File: src/core/tmr_pkg.sv
/*
  Shared constants for the sixteen-bit capture/reload/clock-out timer:
  register addresses on the special function register bus, control and mode
  bit positions, reset values and prescaler counts.
  Assumes an 8-bit register bus with one-cycle write and read strobes.
*/
package tmr_pkg;

  // Register addresses on the special function register bus
  localparam logic [7:0] ADDR_TIMER_CONTROL = 8'hc8; // timer_control
  localparam logic [7:0] ADDR_TIMER_MODE    = 8'hc9; // timer_mode_register
  localparam logic [7:0] ADDR_CAPTURE_LOW   = 8'hca; // capture_low
  localparam logic [7:0] ADDR_CAPTURE_HIGH  = 8'hcb; // capture_high
  localparam logic [7:0] ADDR_COUNTER_LOW   = 8'hcc; // counter_low
  localparam logic [7:0] ADDR_COUNTER_HIGH  = 8'hcd; // counter_high

  // Bit positions in timer_control
  localparam int BIT_OVERFLOW_FLAG  = 7;
  localparam int BIT_EXT_EVENT_FLAG = 6;
  localparam int BIT_RX_CLOCK_SEL   = 5;
  localparam int BIT_TX_CLOCK_SEL   = 4;
  localparam int BIT_EXT_TRIG_EN    = 3;
  localparam int BIT_RUN_CONTROL    = 2;
  localparam int BIT_TIMER_CNT_SEL  = 1;
  localparam int BIT_CAP_RELOAD_SEL = 0;

  // Bit positions in timer_mode_register; bits 7..2 are reserved and read zero
  localparam int BIT_CLOCK_OUT_EN   = 1;
  localparam int BIT_DOWN_COUNT_EN  = 0;

  // Values after reset, and the counter top value
  localparam logic [7:0]  RST_TIMER_CONTROL = 8'h00;
  localparam logic [1:0]  RST_TIMER_MODE    = 2'h0;
  localparam logic [15:0] RST_COUNTER       = 16'h0000;
  localparam logic [15:0] RST_CAPTURE       = 16'h0000;
  localparam logic [15:0] COUNT_TOP         = 16'hffff;

  // Oscillator periods per machine cycle and per state time
  localparam int         OSC_PER_MACHINE = 12;
  localparam int         OSC_PER_STATE   = 2;
  localparam logic [3:0] PRE_LAST        = 4'(OSC_PER_MACHINE - 1);

endpackage : tmr_pkg

File: src/core/tmr_core.sv
/*
  Sixteen-bit timer/counter with capture, up/down auto-reload, baud clock
  generation for the serial port and a 50% duty clock output.
  Assumes sys_clk is the oscillator, the register bus runs on sys_clk, and the
  trigger input and external count pin arrive asynchronously from pins.
*/
`timescale 1ns/1ps
module tmr_core
  import tmr_pkg::*;
(
  // Clock and reset
  input  wire logic       sys_clk,
  input  wire logic       rst_b,
  // Special function register bus
  input  wire logic [7:0] sfrAddr,
  input  wire logic       sfrWr,
  input  wire logic [7:0] sfrWdata,
  input  wire logic       sfrRd,
  output logic      [7:0] sfrRdata,
  // Trigger input pin
  input  wire logic       triggerInput,
  // External count pin as three signals
  input  wire logic       countPinIn,
  output logic            countPinOut,
  output logic            countPinOe,
  // Serial port clocks and interrupt
  input  wire logic       timer1Ovf,
  output logic            rxBaudClk,
  output logic            txBaudClk,
  output logic            timerIrq
);
  import tmr_pkg::*;

  // All timer state in one record
  typedef struct packed {
    logic        trigMeta;   // Trigger synchroniser, first stage
    logic        trigSync;   // Trigger synchroniser, second stage
    logic        trigPrev;   // Previous trigger sample for edge detect
    logic        pinMeta;    // Count pin synchroniser, first stage
    logic        pinSync;    // Count pin synchroniser, second stage
    logic        pinPrev;    // Previous count pin sample
    logic [3:0]  pre;        // Oscillator prescaler
    logic [15:0] cnt;        // counter_high:counter_low
    logic [15:0] cap;        // capture_high:capture_low
    logic [7:0]  ctrl;       // timer_control
    logic [1:0]  mode;       // timer_mode_register bits 1..0
    logic        clkOut;     // Clock output level
    logic        baudTick;   // One-cycle overflow pulse to the serial port
    logic [7:0]  rdata;      // Registered read data
  } tmr_state_t;

  tmr_state_t stQ;           // Registered state
  tmr_state_t stD;           // Next state
  logic [1:0] rstPipe;       // Reset release synchroniser
  logic       rstSync;       // Synchronised active-low reset

  // Falling edge between two successive samples
  function automatic logic fallEdge(input logic prev, input logic cur);
    fallEdge = prev & ~cur;
  endfunction : fallEdge

  // Next counter value one step up, wrapping at sixteen bits
  function automatic logic [15:0] stepUp(input logic [15:0] v);
    stepUp = 16'(v + 16'h1);
  endfunction : stepUp

  // Decoded mode bits
  logic runOn;               // Run control
  logic extTrigEn;           // External trigger enable
  logic ctSel;               // 1 = count external pin
  logic baudMode;            // Either serial clock select set
  logic clkOutMode;          // Clock output enabled in timer mode
  logic fastMode;            // Counts at osc/2
  logic capMode;             // Capture mode, not overridden
  logic downEn;              // Up/down counter mode
  logic countDown;           // Current direction is down
  logic trigFall;            // Synchronised trigger falling edge
  logic pinFall;             // Synchronised count pin falling edge
  logic countTick;           // Counter advances this cycle
  logic atTop;               // Counter at ffff
  logic atFloor;             // Counter equals capture value
  logic rollUp;              // Upward rollover this cycle
  logic underflow;           // Downward underflow this cycle
  logic trigEvent;           // Enabled trigger edge
  logic ctrlWrite;           // Software write to timer_control

  // Mode decoding; baud and clock-out override capture and up/down
  always_comb begin
    runOn      = stQ.ctrl[BIT_RUN_CONTROL];
    extTrigEn  = stQ.ctrl[BIT_EXT_TRIG_EN];
    ctSel      = stQ.ctrl[BIT_TIMER_CNT_SEL];
    baudMode   = stQ.ctrl[BIT_RX_CLOCK_SEL] | stQ.ctrl[BIT_TX_CLOCK_SEL];
    clkOutMode = stQ.mode[BIT_CLOCK_OUT_EN] & ~ctSel;
    // Baud and clock-out both count state times; that shares the rate
    fastMode   = baudMode | clkOutMode;
    capMode    = stQ.ctrl[BIT_CAP_RELOAD_SEL] & ~fastMode;
    downEn     = stQ.mode[BIT_DOWN_COUNT_EN] & ~fastMode & ~capMode;
    countDown  = downEn & ~stQ.trigSync;
    trigFall   = fallEdge(stQ.trigPrev, stQ.trigSync);
    pinFall    = fallEdge(stQ.pinPrev, stQ.pinSync);
    // Timer source is the prescaler, counter source the pin edges
    if (ctSel) begin
      countTick = runOn & pinFall;
    end else if (fastMode) begin
      countTick = runOn & stQ.pre[0];
    end else begin
      countTick = runOn & (stQ.pre == PRE_LAST);
    end
    atTop      = stQ.cnt == COUNT_TOP;
    atFloor    = stQ.cnt == stQ.cap;
    rollUp     = countTick & ~countDown & atTop;
    underflow  = countTick & countDown & atFloor;
    // In up/down mode the trigger is a direction level, not an event
    trigEvent  = extTrigEn & trigFall & ~downEn;
    ctrlWrite  = sfrWr & (sfrAddr == ADDR_TIMER_CONTROL);
  end

  // Reset release through two flip-flops
  always_ff @(posedge sys_clk or negedge rst_b) begin
    if (!rst_b) begin
      rstPipe <= 2'h0;
    end else begin
      rstPipe <= {rstPipe[0], 1'b1};
    end
  end
  assign rstSync = rstPipe[1];

  // Next-state logic; hardware updates win over software writes
  always_comb begin
    stD          = stQ;
    stD.baudTick = 1'b0;
    // Pin synchronisers; first stage feeds only the second
    stD.trigMeta = triggerInput;
    stD.trigSync = stQ.trigMeta;
    stD.trigPrev = stQ.trigSync;
    stD.pinMeta  = countPinIn;
    stD.pinSync  = stQ.pinMeta;
    stD.pinPrev  = stQ.pinSync;
    // Prescaler runs freely so the machine cycle rate is fixed
    stD.pre = (stQ.pre == PRE_LAST) ? 4'h0 : 4'(stQ.pre + 4'h1);

    // Software writes first
    if (sfrWr) begin
      case (sfrAddr)
        ADDR_TIMER_CONTROL: stD.ctrl      = sfrWdata;
        ADDR_TIMER_MODE:    stD.mode      = sfrWdata[1:0];
        ADDR_CAPTURE_LOW:   stD.cap[7:0]  = sfrWdata;
        ADDR_CAPTURE_HIGH:  stD.cap[15:8] = sfrWdata;
        ADDR_COUNTER_LOW:   stD.cnt[7:0]  = sfrWdata;
        ADDR_COUNTER_HIGH:  stD.cnt[15:8] = sfrWdata;
        default:            stD.rdata     = stQ.rdata;
      endcase
    end

    // Counting; capture mode free-runs, every other mode reloads on rollover.
    // A software write to the counter loses against a tick in the same cycle,
    // which is why the timer should be stopped before it is written
    if (countTick) begin
      if (capMode) begin
        // Free-running, no reload even on capture
        stD.cnt = stepUp(stQ.cnt);
        if (atTop) begin
          stD.ctrl[BIT_OVERFLOW_FLAG] = 1'b1;
        end
      end else if (countDown) begin
        if (atFloor) begin
          stD.cnt = COUNT_TOP;
          stD.ctrl[BIT_OVERFLOW_FLAG] = 1'b1;
        end else begin
          stD.cnt = 16'(stQ.cnt - 16'h1);
        end
      end else if (atTop) begin
        stD.cnt = stQ.cap;
        if (fastMode) begin
          // Rollover only drives the serial clock and the clock pin
          stD.baudTick = baudMode;
          if (clkOutMode) begin
            stD.clkOut = ~stQ.clkOut;
          end
        end else begin
          stD.ctrl[BIT_OVERFLOW_FLAG] = 1'b1;
        end
      end else begin
        stD.cnt = stepUp(stQ.cnt);
      end
    end

    // Seventeenth count bit in up/down mode
    if (downEn && (underflow || rollUp)) begin
      stD.ctrl[BIT_EXT_EVENT_FLAG] = ~stD.ctrl[BIT_EXT_EVENT_FLAG];
    end

    // Trigger edge events
    // An edge that meets an up rollover keeps the rollover reload; both load the same value
    if (trigEvent) begin
      stD.ctrl[BIT_EXT_EVENT_FLAG] = 1'b1;
      if (baudMode) begin
        stD.ctrl[BIT_EXT_EVENT_FLAG] = 1'b1;
      end else if (capMode) begin
        stD.cap = stQ.cnt;
      end else if (!rollUp) begin
        stD.cnt = stQ.cap;
      end
    end

    // Registered read data; reserved bits read zero
    if (sfrRd) begin
      case (sfrAddr)
        ADDR_TIMER_CONTROL: stD.rdata = stQ.ctrl;
        ADDR_TIMER_MODE:    stD.rdata = {6'h00, stQ.mode};
        ADDR_CAPTURE_LOW:   stD.rdata = stQ.cap[7:0];
        ADDR_CAPTURE_HIGH:  stD.rdata = stQ.cap[15:8];
        ADDR_COUNTER_LOW:   stD.rdata = stQ.cnt[7:0];
        ADDR_COUNTER_HIGH:  stD.rdata = stQ.cnt[15:8];
        default:            stD.rdata = 8'h00;
      endcase
    end
  end

  // State register
  // Reset clears the whole record, then loads the named reset values
  always_ff @(posedge sys_clk or negedge rstSync) begin
    if (!rstSync) begin
      stQ       <= '0;
      stQ.ctrl  <= RST_TIMER_CONTROL;
      stQ.mode  <= RST_TIMER_MODE;
      stQ.cnt   <= RST_COUNTER;
      stQ.cap   <= RST_CAPTURE;
      stQ.pre   <= 4'h0;
    end else begin
      stQ <= stD;
    end
  end

  // Outputs
  // The serial clocks fall back to the other timer's pulse whenever our select is clear
  assign sfrRdata    = stQ.rdata;
  assign countPinOut = stQ.clkOut;
  assign countPinOe  = clkOutMode;
  assign rxBaudClk   = stQ.ctrl[BIT_RX_CLOCK_SEL] ? stQ.baudTick : timer1Ovf;
  assign txBaudClk   = stQ.ctrl[BIT_TX_CLOCK_SEL] ? stQ.baudTick : timer1Ovf;
  // Event flag does not interrupt in up/down mode
  assign timerIrq    = stQ.ctrl[BIT_OVERFLOW_FLAG] |
                       (stQ.ctrl[BIT_EXT_EVENT_FLAG] & ~stQ.mode[BIT_DOWN_COUNT_EN]);
endmodule : tmr_core

File: config.mk
export PLATFORM = sky130hd
export DESIGN_NAME = tmr_core
export DESIGN_NICKNAME = d
export VERILOG_FILES = /design/src/core/tmr_pkg.sv /design/src/core/tmr_core.sv
export SDC_FILE = /design/constraint.sdc
export NUM_CORES = 1
export LEC_CHECK = 0
export BUFFER_PORTS_ARGS = -buffer_cell sky130_fd_sc_hd__buf_4
export CAP_MARGIN = 0
export CORE_MARGIN = 5
export CORE_UTILIZATION = 31
export CTS_BUF_LIST = sky130_fd_sc_hd__clkbuf_4 sky130_fd_sc_hd__clkbuf_8
export DETAILED_ROUTE_END_ITERATION = 12
export SYNTH_ARGS = -nofsm -noshare
export SYNTH_HDL_FRONTEND = slang
export SYNTH_SLANG_ARGS = --single-unit
export TNS_END_PERCENT = 5
File: constraint.sdc
create_clock -name sys_clk -period 2.73 [get_ports sys_clk]
set_clock_uncertainty 0.2 [all_clocks]
set_input_delay 0.4095 -clock sys_clk [delete_from_list [all_inputs] [get_ports sys_clk]]
set_output_delay 0.4095 -clock sys_clk [all_outputs]
set_load 0.01 [all_outputs]
# --- Word level (Yosys, flattened, before mapping) ---
# Cells that the tools add are included.
totals:
  ff_bits: 64
  input_bits: 23
  out_inout_bits: 13
  word_cells: 100
op_classes:
  n_addsub: 3
  eq_ne: 9
  muxes: 37
  bitwise_logic: 30
  n_reduce_logical: 5
ops:
  columns: ["cell", "count"]
  rows:
  - ["$mux 16", 8]
  - ["$mux 32", 2]
  - ["$eq 8x8->1 const B", 6]
  - ["$pmux 8 s6", 1]
  - ["$mux 42", 1]
  - ["$mux 8", 5]
  - ["$mux 1", 18]
  - ["$and 1x1->1", 17]
  - ["$add 16x1->16 const B", 1]
  - ["$eq 16x16->1", 1]
  - ["$eq 16x16->1 const B", 1]
  - ["$sub 16x1->16 const B", 1]
  - ["$not 1->1", 10]
  - ["$reduce_and 6->1", 1]
  - ["$add 4x1->4 const B", 1]
  - ["$eq 4x4->1 const B", 1]
  - ["$mux 4", 1]
  - ["$reduce_and 2->1", 2]
  - ["$or 1x1->1", 3]
  - ["$mux 2", 1]
  - ["$logic_and 1x1->1", 1]
  - ["$logic_or 1x1->1", 1]

# --- Logic depth before layout (Yosys ltp) ---
depth:
  ltp_word: 15
  depth_mapped: 9
  depth_no_buf: 8

# --- Least setup slack after synthesis ---
# OpenSTA, ideal clock, no wires.
synth_timing:
  path_type: "register -> register"
  from: "register stQ[37] (netlist name)"
  to: "register stQ[50] (netlist name)"
  t_arrival_ps: 2276
  path_slack_ps: 131
  path_stages_with_launch: 10
  n_path_buf: 1
  synth_period_minus_slack_ps: 2599
  path_cell_list: "dfrtp_1 -> clkbuf_1 -> inv_1 -> ha_1 -> or4b_1 -> or3_1 -> nor2_1 -> xor2_1 -> a2bb2oi_1 -> o221a_2"
synth_rtl:
  columns: ["element", "line", "rtl"]
  rows:
  - ["from (decl)", "tmr_core.sv:52", "tmr_state_t stQ;"]
  - ["from (signal assigned)", "tmr_core.sv:231", "stQ <= stD;"]

==> reports/metrics.cfg <==
[sta]
setup_violations = 0
timing.final.crit_period_ns = 2.599
period_share_pct = 95.19
max_freq_ghz = 0.3848
tightest_slew_ns = 0.5908
slew_headroom_pct = 60.32
slew_violations = 0
rsz0062_at_grt = no
hold_violations = 0
finalSetupTns_ns = 0

[clocking]
cts_setup_buffers = 0
clk_pin_slew_ns = 0.09
clockBufferDepth = 2
cts.sink_count = 64
cts_buffers = 9
clock_latency_ns = 0.37
h-tree-depth = 3
cts_tree = built
root_buffer = clkbuf_8

[power]
leakage_nw = 2.318
p_per_area_mw_per_mm2 = 641.2
p_total_mw = 3.442
ir_worst_vdd_mv = 0.3423

[logic_synthesis]
synth_area_sq_mm = 0.004507
ys_types = 61
synth.area.top_cells = dfrtp_1 (36%), mux2i_1 (9.8%), xor2_1 (5.2%)
synth_area_per_cell_sq_um = 8.768
synth_top_area_share_pct = 35.54
synth_most_common_cell = dfrtp_1
yosysSeqAreaShare_pct = 35.54
ys_ff_latch = 64
synthCells = 514
async_flop_share_pct = 100.0
synth_nets = 540
ys_warn_count = 0
ys.flop_type = dfrtp_1
yosys-top-cells-count = dfrtp_1 (64), nor2_1 (47), mux2i_1 (44)
yosysTopAreaCell = dfrtp_1
synth_edf_count = 0

[placed_design]
place_congestion = 0.9939
place_inst = 730
port_buffers = 35
dpl_cell_area_sq_mm = 0.005126
dp_hpwl_mm = 10.68

[finish]
areaGrowthSynthToFinish_pct = 19.10
fillers = 1444
final_cell_area_sq_mm = 0.005368
fin_nets = 586
drive_above_1_share_pct = 21.77
diodes = 0
fin_cells = 749

[drt]
remaining_drc_errors = 0
drt-total-wl_mm = 14.20
detail-route-antenna-nets = 0
dr.first_iter.drc_count = 429
wl_per_cell_um = 18.95
route.vias.total = 4181
avgViaCountPerCell = 5.582
dr.pass1.iters = 5

[floorplanning]
die_h_um = 130.6
core_sq_mm = 0.01437
io_pins = 36
start_util_pct = 31.37
dieArea_sq_mm = 0.01705
die_x_um = 130.6
rows = 44

[critical_path]
rr_startpoint = stQ[36]
crit_slowest_cell = or4b_1
cp-start-kind = register
cp.required_ns = 2.79
endpoint_kind = register
crit_buf_inv = 1
r2r_slack_ns = 0.13
path_delay_family = simple AND/OR/NAND/NOR gates
worstPathArrival_ns = 2.65
crit_fanout = 8
worstSetupPathType = register to register
crit_start = stQ[36]
cp_cell_sequence = inv_1 > ha_1 > or4b_1 > or3_1 > nor2_1 > xor2_1 > a2bb2oi_1 > o221a_2
cp_slowest_stage_delay_ns = 0.47

[global_route]
grt_max_degree = 38
antenna_found_initial = 0
grt_first_pass_wirelength_mm = 22.68
grt_usage_pct = 17.22
gr-total-overflow = 0
grt_pass1_vias = 4055

[run]
cap_violations = 0

[hold_path]
hp-class = register to asynchronous set/reset pin

[run_status]
status = complete, no violations

-- flip-flops by register name, indices dropped and copies added, names as in the netlist --
register     count
sfrRdata         8
runOn            1
countPinOut      1
stD              4
extTrigEn        1
rstPipe          2
stQ             46
ctSel            1
-- worst paths after layout --
path                               endpoint  cells past startpoint
worst min register to register      stQ[52]                      0
worst max-delay path                stQ[50]                      8
worst max register to register      stQ[50]                      8
min in group sys_clk            sfrRdata[0]                      2
max in group asynchronous           stQ[46]                      1
worst min-delay path                stQ[52]                      0
-- worst reg2reg max path, cell delays in order (launching register included) --
cell       delay, ns
dfrtp_2         0.46
inv_1           0.10
ha_1            0.21
or4b_1          0.47
or3_1           0.42
nor2_1          0.15
xor2_1          0.08
a2bb2oi_1       0.13
o221a_2         0.28
-- metrics by stage --
stage	hold WS (ns)	util, %	setup slack (ns)
after floorplan	-0.08609	-	0.1309
after global placement	-0.007112	35.68	0.2110
after detailed placement	-0.006071	35.68	0.1522
after CTS	0.08933	37.33	0.1309
after global routing	0.09674	37.36	0.01116
final	0.08299	37.36	0.1312
-- what timing repair did --
action                                  4_1_cts  5_1_grt
gates resized for setup                       0        2
hold endpoints to repair                      4        0
endpoints found under the setup margin        0        2
hold buffers                                  3        0
-- area by class of cell --
cell class / count / area (sq um) / share of cell area [%]
Clock buffer: 9 / 123.9 / 2.308
Clock inverter: 7 / 83.83 / 1.562
Inverter: 21 / 78.83 / 1.469
Multi-Input combinational cell: 382 / 2599 / 48.41
Sequential cell: 64 / 1604 / 29.88
Tap cell: 184 / 230.2 / 4.289
Timing Repair Buffer: 82 / 648.1 / 12.07
-- cells in the final DEF, fill, tap and decap left out, types with 6 or more instances in the layout --
cell and n:
nor3_1 7, nor4_1 11, inv_1 21, xnor2_1 13, o211ai_1 11, nand2_1 35
nand4_1 8, o21ai_0 23, or4_1 6, xor2_1 27, and3_1 7, nor2_1 47
nand3_1 13, a21oi_1 36, mux2_2 14, o22ai_1 14, buf_4 77, nand2b_1 8
dfrtp_1 62, clkbuf_8 9, mux2i_1 44
-- cell families after synthesis --
kind of cell / after synthesis / synth area share (%)
flip-flops: 64 / 35.54
AND/OR/NAND/NOR: 166 / 19.63
XOR/XNOR: 40 / 7.774
adder cells (fa/ha/maj): 3 / 0.8330
other: 1 / 0.08321
multiplexers: 59 / 13.60
AO/OA/AOI/OAI: 113 / 15.69
buffers and inverters: 68 / 6.857
-- report_power, final --
part	total, mW	switching (mW)	internal [mW]
clock network	0.892	0.453	0.439
logic	1.31	0.725	0.587
registers	1.24	0.191	1.05
total	3.44	1.37	2.07
-- metal layers --
metal,global-route usage [%],vias to the layer above,share of wire (%)
li1,-,1931,-
met1,22.77,2008,43
met2,27.23,205,46
met3,5.244,37,8.5
met4,5.142,0,2.6
met5,0,-,0
(Power assumes the default switching activity.)
